## config.mk

```make
export PLATFORM = sky130hd
export DESIGN_NAME = swpb_bank
export DESIGN_NICKNAME = d
export VERILOG_FILES = /design/src/swpb_pkg.sv /design/src/swpb_merge_if.sv /design/src/swpb_merge.sv /design/src/swpb_bank.sv
export SDC_FILE = /design/constraint.sdc
export NUM_CORES = 1
export LEC_CHECK = 0
export ABC_CLOCK_PERIOD_IN_PS = 5000
export BUFFER_PORTS_ARGS = -buffer_cell sky130_fd_sc_hd__clkbuf_2
export CAP_MARGIN = 20
export CORE_AREA = 3 3 187 189
export CTS_BUF_LIST = sky130_fd_sc_hd__clkbuf_4
export CTS_CLUSTER_DIAMETER = 50
export CTS_CLUSTER_SIZE = 28
export DETAILED_ROUTE_END_ITERATION = 10
export DIE_AREA = 0 0 190 192
export GPL_ROUTABILITY_DRIVEN = 0
export GPL_TIMING_DRIVEN = 0
export MAX_ROUTING_LAYER = met4
export PLACE_DENSITY = 0.65
export SYNTH_ARGS = -nofsm -noshare
export SYNTH_HDL_FRONTEND = slang
export SYNTH_SLANG_ARGS = --single-unit
export TNS_END_PERCENT = 20
```

## constraint.sdc

```tcl
create_clock -name aclk -period 5 [get_ports aclk]
set_input_delay 1.25 -clock aclk [delete_from_list [all_inputs] [get_ports aclk]]
set_output_delay 1.25 -clock aclk [all_outputs]
set_load 0.05 [all_outputs]
```

## src/swpb_pkg.sv

```systemverilog
package swpb_pkg;

   // ----------------------------------------------------------------------
   // Bus geometry
   // ----------------------------------------------------------------------
   localparam int ADDR_W = 12;
   localparam int DATA_W = 32;
   localparam int STRB_W = 4;
   localparam int BYTE_W = 8;
   localparam logic [11:0] WORD_MASK = 12'hFFC;

   // ----------------------------------------------------------------------
   // Register byte offsets
   // ----------------------------------------------------------------------
   localparam logic [11:0] OFF_SOFT_RESET = 12'h048;
   localparam logic [11:0] OFF_EXT_DDR = 12'h060;
   localparam logic [11:0] OFF_BRIDGE = 12'h098;
   localparam logic [11:0] OFF_PLAIN_RW = 12'h0B0;
   localparam logic [11:0] OFF_HW_STATUS = 12'h140;
   localparam logic [11:0] OFF_HIDDEN = 12'h144;
   localparam logic [11:0] OFF_PRELOAD_STATUS = 12'h184;
   localparam logic [11:0] OFF_STICKY = 12'h190;
   localparam logic [11:0] OFF_CLEAR_PULSE = 12'h1A4;

   // ----------------------------------------------------------------------
   // Field layouts and reset values
   // ----------------------------------------------------------------------
   localparam int SOFT_RESET_W = 16;
   localparam int STICKY_W = 8;
   localparam int CLEAR_W = 2;
   localparam int FIELD_W = 8;
   localparam int FIELD_N = 4;
   localparam logic [31:0] PLAIN_RW_RESET = 32'h0000_0000;
   localparam logic [31:0] ZERO_WORD = 32'h0000_0000;

   // ----------------------------------------------------------------------
   // Responses and states
   // ----------------------------------------------------------------------
   localparam logic [1:0] RESP_OKAY = 2'h0;
   localparam logic [1:0] RESP_SLVERR = 2'h2;

   typedef enum logic [1:0] {
      SWPB_WS_COLLECT = 2'b01,
      SWPB_WS_RESP = 2'b10
   } swpb_wstate_type;

endpackage : swpb_pkg

```

## src/swpb_merge_if.sv

```systemverilog
`timescale 1ns/1ps
`default_nettype none

interface swpb_merge_if;
   logic [31:0] old_val;
   logic [31:0] wr_data;
   logic [3:0] wr_strb;
   logic [31:0] unlock;
   logic [31:0] merged;

   modport user (
      output old_val,
      output wr_data,
      output wr_strb,
      output unlock,
      input merged
   );

   modport merger (
      input old_val,
      input wr_data,
      input wr_strb,
      input unlock,
      output merged
   );
endinterface : swpb_merge_if

`default_nettype wire

```

## src/swpb_merge.sv

```systemverilog
`timescale 1ns/1ps
`default_nettype none

module swpb_merge (
   swpb_merge_if.merger mp
);

   logic [31:0] byte_mask;
   logic [31:0] take;

   always_comb begin
      for (int i = 0; i < swpb_pkg::STRB_W; i++) begin
         byte_mask[i*swpb_pkg::BYTE_W +: swpb_pkg::BYTE_W] =
            {swpb_pkg::BYTE_W{mp.wr_strb[i]}};
      end
   end

   // Merge unlocked bits.
   assign take = byte_mask & mp.unlock;
   assign mp.merged = (mp.old_val & ~take) | (mp.wr_data & take);

endmodule : swpb_merge

`default_nettype wire

```

## src/swpb_bank.sv

```systemverilog
// Summary of operation
// All bus masters read and write registers.
// Configuration loads before any access served.
// Register lock keeps whole register unchanged.
// Field lock keeps that field unchanged.
// Bit lock keeps that single bit.
// Lock bits come only from configuration.
// Preloaded registers reload at power-on; soft reset, status and hidden also at system reset.
// Plain register resets to fixed value.
// Read-only register shows live hardware state.
// Preloaded status is read-only, reloaded.
// Hidden register: no read, no write.
// Writing one pulses a clear.
// Sticky bit sets, cleared by one.
// Lock value one means writable.
// Soft reset register: bit locks, system reset.
// DDR config reset only at power-on.
// Bridge config fields, clock-controller reset.
// Block reset from system or soft request.
// Blocked writes still answer OKAY.
// Mixed writes merge unlocked bits only.
`timescale 1ns/1ps
`default_nettype none

module swpb_bank (
   input wire logic aclk,
   input wire logic aresetn,
   input wire logic [11:0] s_axi_awaddr,
   input wire logic s_axi_awvalid,
   output logic s_axi_awready,
   input wire logic [31:0] s_axi_wdata,
   input wire logic [3:0] s_axi_wstrb,
   input wire logic s_axi_wvalid,
   output logic s_axi_wready,
   output logic [1:0] s_axi_bresp,
   output logic s_axi_bvalid,
   input wire logic s_axi_bready,
   input wire logic [11:0] s_axi_araddr,
   input wire logic s_axi_arvalid,
   output logic s_axi_arready,
   output logic [31:0] s_axi_rdata,
   output logic [1:0] s_axi_rresp,
   output logic s_axi_rvalid,
   input wire logic s_axi_rready,
   input wire logic power_on_reset_low,
   input wire logic system_reset_low,
   input wire logic clock_ctrl_reset_low,
   input wire logic [15:0] cfg_soft_reset_init,
   input wire logic [15:0] cfg_soft_reset_unlock,
   input wire logic [31:0] cfg_ext_ddr_init,
   input wire logic cfg_ext_ddr_unlock,
   input wire logic [31:0] cfg_bridge_init,
   input wire logic [3:0] cfg_bridge_field_unlock,
   input wire logic [31:0] cfg_status_init,
   input wire logic [31:0] cfg_hidden_init,
   input wire logic [31:0] hw_status,
   input wire logic [7:0] hw_event,
   output logic [15:0] peripheral_soft_reset_ctrl,
   output logic [15:0] periph_block_reset_low,
   output logic [31:0] ext_ddr_config,
   output logic [31:0] bridge_align_clock_cfg1,
   output logic [31:0] plain_rw_ctrl,
   output logic [31:0] hidden_ctrl,
   output logic [1:0] clear_pulse
);

   // ----------------------------------------------------------------------
   // State
   // ----------------------------------------------------------------------
   typedef struct packed {
      swpb_pkg::swpb_wstate_type wst;
      logic aw_got;
      logic w_got;
      logic awready;
      logic wready;
      logic bvalid;
      logic [1:0] bresp;
      logic arready;
      logic rvalid;
      logic [1:0] rresp;
      logic [31:0] rdata;
      logic [11:0] waddr;
      logic [31:0] wdata;
      logic [3:0] wstrb;
      logic [15:0] soft_rst;
      logic [15:0] blk_rst_n;
      logic [31:0] ext_ddr;
      logic [31:0] bridge;
      logic [31:0] plain_rw;
      logic [31:0] pre_stat;
      logic [31:0] hidden;
      logic [7:0] sticky;
      logic [1:0] clr_pulse;
   } swpb_state_type;

   swpb_state_type s_r;
   swpb_state_type s_nxt;

   logic por;
   logic sysr;
   logic ccr;
   logic wr_exec;
   logic [11:0] wa;
   logic [11:0] ra;
   logic ar_take;
   logic [31:0] bridge_mask;
   logic [7:0] sticky_clr;

   // Power-on covers the bus reset too, so every load happens together.
   assign por = !aresetn || !power_on_reset_low;
   assign sysr = por || !system_reset_low;
   assign ccr = por || !clock_ctrl_reset_low;
   assign wr_exec = (s_r.wst == swpb_pkg::SWPB_WS_COLLECT) &&
                    s_r.aw_got && s_r.w_got;
   assign wa = s_r.waddr & swpb_pkg::WORD_MASK;
   assign ra = s_axi_araddr & swpb_pkg::WORD_MASK;
   assign ar_take = s_axi_arvalid && s_r.arready;

   // ----------------------------------------------------------------------
   // Write merging
   // ----------------------------------------------------------------------
   swpb_merge_if m_soft ();
   swpb_merge_if m_ddr ();
   swpb_merge_if m_br ();
   swpb_merge_if m_rw ();

   always_comb begin
      for (int i = 0; i < swpb_pkg::FIELD_N; i++) begin
         // One lock per field.
         bridge_mask[i*swpb_pkg::FIELD_W +: swpb_pkg::FIELD_W] =
            {swpb_pkg::FIELD_W{cfg_bridge_field_unlock[i]}};
      end
   end

   // Locks are inputs only; no bus path reaches them.
   // A lock input at one leaves the bits writable.
   assign m_soft.old_val = swpb_pkg::DATA_W'(s_r.soft_rst);
   assign m_soft.wr_data = s_r.wdata;
   assign m_soft.wr_strb = s_r.wstrb;
   // Per-bit locks.
   assign m_soft.unlock = swpb_pkg::DATA_W'(cfg_soft_reset_unlock);
   assign m_ddr.old_val = s_r.ext_ddr;
   assign m_ddr.wr_data = s_r.wdata;
   assign m_ddr.wr_strb = s_r.wstrb;
   // Whole-register lock.
   assign m_ddr.unlock = {swpb_pkg::DATA_W{cfg_ext_ddr_unlock}};
   assign m_br.old_val = s_r.bridge;
   assign m_br.wr_data = s_r.wdata;
   assign m_br.wr_strb = s_r.wstrb;
   assign m_br.unlock = bridge_mask;
   assign m_rw.old_val = s_r.plain_rw;
   assign m_rw.wr_data = s_r.wdata;
   assign m_rw.wr_strb = s_r.wstrb;
   assign m_rw.unlock = ~swpb_pkg::ZERO_WORD;

   swpb_merge u_m_soft (.mp(m_soft));
   swpb_merge u_m_ddr (.mp(m_ddr));
   swpb_merge u_m_br (.mp(m_br));
   swpb_merge u_m_rw (.mp(m_rw));

   // ----------------------------------------------------------------------
   // Next state
   // ----------------------------------------------------------------------
   always_comb begin
      s_nxt = s_r;
      s_nxt.clr_pulse = '0;
      sticky_clr = '0;
      case (s_r.wst)
         swpb_pkg::SWPB_WS_COLLECT: begin
            if (s_axi_awvalid && s_r.awready) begin
               s_nxt.aw_got = 1'b1;
               s_nxt.waddr = s_axi_awaddr;
            end
            if (s_axi_wvalid && s_r.wready) begin
               s_nxt.w_got = 1'b1;
               s_nxt.wdata = s_axi_wdata;
               s_nxt.wstrb = s_axi_wstrb;
            end
            if (wr_exec) begin
               s_nxt.aw_got = 1'b0;
               s_nxt.w_got = 1'b0;
               s_nxt.bvalid = 1'b1;
               s_nxt.wst = swpb_pkg::SWPB_WS_RESP;
               // Locked, read-only and hidden all answer OKAY.
               s_nxt.bresp = swpb_pkg::RESP_OKAY;
               // Writes reach each writable register.
               case (wa)
                  swpb_pkg::OFF_SOFT_RESET:
                     s_nxt.soft_rst = m_soft.merged[15:0];
                  swpb_pkg::OFF_EXT_DDR: s_nxt.ext_ddr = m_ddr.merged;
                  swpb_pkg::OFF_BRIDGE: s_nxt.bridge = m_br.merged;
                  swpb_pkg::OFF_PLAIN_RW: s_nxt.plain_rw = m_rw.merged;
                  swpb_pkg::OFF_CLEAR_PULSE: begin
                     // Ones become a one-cycle clear.
                     s_nxt.clr_pulse = s_r.wdata[1:0] &
                                       {swpb_pkg::CLEAR_W{s_r.wstrb[0]}};
                  end
                  swpb_pkg::OFF_STICKY: begin
                     sticky_clr = s_r.wdata[7:0] &
                                  {swpb_pkg::STICKY_W{s_r.wstrb[0]}};
                  end
                  swpb_pkg::OFF_HW_STATUS, swpb_pkg::OFF_HIDDEN,
                  swpb_pkg::OFF_PRELOAD_STATUS: begin
                  end
                  default: s_nxt.bresp = swpb_pkg::RESP_SLVERR;
               endcase
            end
         end
         swpb_pkg::SWPB_WS_RESP: begin
            if (s_axi_bready) begin
               s_nxt.bvalid = 1'b0;
               s_nxt.wst = swpb_pkg::SWPB_WS_COLLECT;
            end
         end
         default: begin
            s_nxt.wst = swpb_pkg::SWPB_WS_COLLECT;
            s_nxt.bvalid = 1'b0;
         end
      endcase

      // Set wins over a clear in the same cycle.
      s_nxt.sticky = (s_r.sticky & ~sticky_clr) | hw_event;

      if (s_r.rvalid && s_axi_rready) begin
         s_nxt.rvalid = 1'b0;
      end
      if (ar_take) begin
         s_nxt.rvalid = 1'b1;
         s_nxt.rresp = swpb_pkg::RESP_OKAY;
         case (ra)
            swpb_pkg::OFF_SOFT_RESET:
               s_nxt.rdata = swpb_pkg::DATA_W'(s_r.soft_rst);
            swpb_pkg::OFF_EXT_DDR: s_nxt.rdata = s_r.ext_ddr;
            swpb_pkg::OFF_BRIDGE: s_nxt.rdata = s_r.bridge;
            swpb_pkg::OFF_PLAIN_RW: s_nxt.rdata = s_r.plain_rw;
            // Live hardware value.
            swpb_pkg::OFF_HW_STATUS: s_nxt.rdata = hw_status;
            swpb_pkg::OFF_PRELOAD_STATUS: s_nxt.rdata = s_r.pre_stat;
            swpb_pkg::OFF_STICKY:
               s_nxt.rdata = swpb_pkg::DATA_W'(s_r.sticky);
            // Hidden contents never reach the bus; reads return zero.
            swpb_pkg::OFF_HIDDEN, swpb_pkg::OFF_CLEAR_PULSE:
               s_nxt.rdata = swpb_pkg::ZERO_WORD;
            default: begin
               s_nxt.rdata = swpb_pkg::ZERO_WORD;
               s_nxt.rresp = swpb_pkg::RESP_SLVERR;
            end
         endcase
      end

      // System reset reloads preloaded registers except DDR and bridge config.
      if (sysr) begin
         // Soft reset bits reload on system reset.
         s_nxt.soft_rst = cfg_soft_reset_init;
         // Status preload.
         s_nxt.pre_stat = cfg_status_init;
         s_nxt.hidden = cfg_hidden_init;
         // Fixed reset value, no preload.
         s_nxt.plain_rw = swpb_pkg::PLAIN_RW_RESET;
         s_nxt.sticky = '0;
         s_nxt.clr_pulse = '0;
      end
      // Power-on only.
      if (por) begin
         s_nxt.ext_ddr = cfg_ext_ddr_init;
      end
      // Clock-controller reset.
      if (ccr) begin
         s_nxt.bridge = cfg_bridge_init;
      end
      if (por) begin
         s_nxt.wst = swpb_pkg::SWPB_WS_COLLECT;
         s_nxt.aw_got = 1'b0;
         s_nxt.w_got = 1'b0;
         s_nxt.bvalid = 1'b0;
         s_nxt.bresp = swpb_pkg::RESP_OKAY;
         s_nxt.rvalid = 1'b0;
         s_nxt.rresp = swpb_pkg::RESP_OKAY;
         s_nxt.rdata = swpb_pkg::ZERO_WORD;
         s_nxt.waddr = '0;
         s_nxt.wdata = swpb_pkg::ZERO_WORD;
         s_nxt.wstrb = '0;
      end

      // Bus stays stalled while configuration loads.
      s_nxt.awready = (s_nxt.wst == swpb_pkg::SWPB_WS_COLLECT) &&
                      !s_nxt.aw_got && !por;
      s_nxt.wready = (s_nxt.wst == swpb_pkg::SWPB_WS_COLLECT) &&
                     !s_nxt.w_got && !por;
      s_nxt.arready = !s_nxt.rvalid && !por;

      // Block reset from system reset or soft request.
      s_nxt.blk_rst_n = ~(s_r.soft_rst | {swpb_pkg::SOFT_RESET_W{sysr}});
   end

   always_ff @(posedge aclk) begin
      s_r <= s_nxt;
   end

   // ----------------------------------------------------------------------
   // Outputs
   // ----------------------------------------------------------------------
   assign s_axi_awready = s_r.awready;
   assign s_axi_wready = s_r.wready;
   assign s_axi_bvalid = s_r.bvalid;
   assign s_axi_bresp = s_r.bresp;
   assign s_axi_arready = s_r.arready;
   assign s_axi_rvalid = s_r.rvalid;
   assign s_axi_rresp = s_r.rresp;
   assign s_axi_rdata = s_r.rdata;
   assign peripheral_soft_reset_ctrl = s_r.soft_rst;
   assign periph_block_reset_low = s_r.blk_rst_n;
   assign ext_ddr_config = s_r.ext_ddr;
   assign bridge_align_clock_cfg1 = s_r.bridge;
   assign plain_rw_ctrl = s_r.plain_rw;
   assign hidden_ctrl = s_r.hidden;
   assign clear_pulse = s_r.clr_pulse;
endmodule : swpb_bank

`default_nettype wire

```

==> results.md <==
* Status: finished clean
* Worst hold path type: reg2reg
* Arrival time at the worst endpoint at 3.84 ns
* Skew-Pair Late Insertion Delay at 0.69 ns
* 1st-pass router iterations at 6
* Setup violators final at 0
* Clk buf depth at 3
* Pwr/cell area at 295 mW/mm2
* Post-CTS Resized at 0
* Yosys warnings at 0
* Vias per cell at 5.23
* Fraction of the mapped netlist area in simple logic gates at 0.134
* Iteration-0 DRC Markers at 1,086
* Highest cell delay on the worst timing path at 0.83 ns
* Post-route ant nets at 0
* Worst R2R Path Depth at 8
* Post-synthesis sequential area ratio at 0.522
* Fin crit share at 0.642
* First-pass GRT wire length at 75,800 um
* Syn Area/Cell at 10.0 um2
* GRT Util Overall at 0.287
* Slew Viols, Final at 0
* H-tree depth at 2
* CTS root buffer: clkbuf_4
* CTS Sinks at 291
* Crit Path Category: in2reg
* Most frequent cells in the layout: 470 x clkbuf_2, 261 x nand2_1, 202 x buf_4, 147 x dfxtp_1, 144 x edfxtp_1
* Fillers at 3,188
* Post-synth top flop: dfxtp_1
* CTS tree: built
* Via count at 12.5k
* Placed cells at 2,313
* Worst path required time at 5.63 ns
* Layout cells sized above 1 at 0.405
* Clock skew at 0.0528 ns
* RR Startpoint: s_r[294]
* Reg2reg setup slack at 2.34 ns
* Die width at 190 um
* Full die area at 0.0365 mm2
* Row cnt at 67
* Largest family of logic cells by synthesized area: simple AND/OR/NAND/NOR gates
* Vias in the first global route at 12.2k
* Sequential cell area at 0.00727 mm2
* Max Clk Rate at 312 MHz
* Worst path slowest cell: nor3b_2
* Setup crit end kind: flip-flop
* Post-synthesis compound-gate area fraction at 0.131
* Wirelength per Cell at 22.4 um
* Critical Path Fanout Max at 10
* Multiplexer share of the synthesized area at 0.0805
* Worst R2R End: ext_ddr_config[21]
* Final Hold Violating Endpoints at 0
* # Post-CTS Setup Buffers at 0
* Most common cell after layout, fill and taps aside: clkbuf_2
* Leakage at 8.41 nW
* Post-Synth XOR/XNOR Area at 0.00126
* Placed wire-length estimate at 41,600 um
* Port bufs at 470
* Nets@finish at 2,181
* Peak VDD IR at 0.150 mV
* Starting density of the core at 0.416
* Die Span Y at 192 um
* I/O pins at 478
* RSZ-0062 raised after global routing: no
* HP Start: s_axi_rdata[15]
* Fin worst setup slack at 1.79 ns
* Cell depth of the worst min-delay path at 2
* Worst-margin pin slew at 1.01 ns
* CTS buffer count at 37
* WHS Endpoint: s_axi_rdata[15]
* Max-cap viol count at 0
* Area of the multi-input gates at 0.00487 mm2
* Initial antenna violation count at 10
* Setup crit start kind: input port
* Layout Utilization at 0.526
* Slew margin rel. at 0.326
* Core Area at 0.0334 mm2
* Mapped Cells at 1,388
* Grt ovf at 0
* Worst-path clk slew at 0.14 ns
* WL final at 53,600 um
* Setup WS pre-CTS at 1.17 ns
* Area growth from synthesis to layout at 26.2%
* Ys async rst share at 0
* Mapped cell area at 0.0139 mm2
* Final worst path period need at 3.21 ns
* Final Non-Filler Cells at 2,391
* Maximum number of pins on one net before global-route repair at 42
* Yosys reg bits at 291
* Number of synthesized flops with an enable pin at 144
* # DRC at 0
* CTS Hold Bufs at 0
* Netlist cell types at 58
* Area share of fa/ha/maj cells after synthesis at 0.00180
* Ordered list of cells on the worst path: clkbuf_2 -> nor3b_2 -> clkbuf_1 -> a22oi_1 -> o22ai_1 -> a211oi_1 -> o21ai_1
routing by layer:
| metal | vias to the layer above | part of all wire | routed length (um) | global-route usage |
|---|---|---|---|---|
| met5 | - | 0 | 0 | - |
| met4 | 0 | 0.034 | 1830 | 0.0972 |
| met1 | 5928 | 0.41 | 22000 | 0.371 |
| li1 | 5796 | - | - | - |
| met2 | 668 | 0.46 | 24600 | 0.446 |
| met3 | 110 | 0.097 | 5190 | 0.0659 |
worst max-delay path, delay by kind of cell:
kind | cells | cell delay [ns]
AO/OA/AOI/OAI | 4 | 0.92
buffers and inverters | 2 | 0.83
AND/OR/NAND/NOR | 1 | 0.83
synth_stat cells, drive strengths merged (14+ instances only):
cell / n / share of area
a21oi: 65 / 0.023
a22o: 14 / 0.0088
a22oi: 40 / 0.023
and3: 16 / 0.0072
buf: 224 / 0.12
clkbuf: 43 / 0.012
dfxtp: 147 / 0.21
edfxtp: 144 / 0.31
mux2i: 112 / 0.080
nand2: 262 / 0.071
nand3: 23 / 0.0097
nor2: 65 / 0.018
o21ai: 113 / 0.041
cell families after synthesis:
group	after synthesis
fa+ha+maj	2
flops	291
compound gates	294
simple gates	414
buf+inv	272
xor+xnor	2
mux	112
other cells	1
final cells by class:
type,count,share of cell area
Inverter,5,0.00107
Multi-Input combinational cell,826,0.277
Buffer,267,0.102
Antenna cell,10,0.00142
Sequential cell,291,0.413
Clock inverter,28,0.0160
Timing Repair Buffer,476,0.140
Clock buffer,40,0.0171
Tap cell,448,0.0319
how the worst max path moves through the flow:
stage | start | end | slack [ns]
6_report | s_axi_araddr[4] | s_axi_rdata[2] | 1.79
5_1_grt | s_axi_araddr[4] | s_axi_rdata[3] | 1.76
4_1_cts | s_axi_araddr[4] | s_axi_rdata[1] | 1.92
3_5_place_dp | s_axi_araddr[4] | s_axi_rdata[1] | 1.17
3_3_place_gp | aresetn | periph_block_reset_low[11] | -0.93
2_1_floorplan | system_reset_low | hidden_ctrl[0] | 0.83
through the flow:
stage | power, mW | setup TNS (ns) | hold WS, ns | cell area (um2)
after floorplan | 3.32 | 0 | 0.426 | 13900
after global placement | 3.63 | -61.89 | 0.435 | 16800
after detailed placement | 3.65 | 0 | 0.439 | 17000
after CTS | 5.21 | 0 | 0.456 | 17600
after global routing | 5.38 | 0 | 0.471 | 17600
final | 5.19 | 0 | 0.453 | 17600
power by group:
group	switching (mW)	internal [mW]	total, mW	leakage, nW
clock	1.02	0.573	1.59	0.326
sequential	0.0927	2.63	2.72	2.70
combinational	0.576	0.298	0.874	5.39
Note: power is estimated with default switching activity, not from simulation.
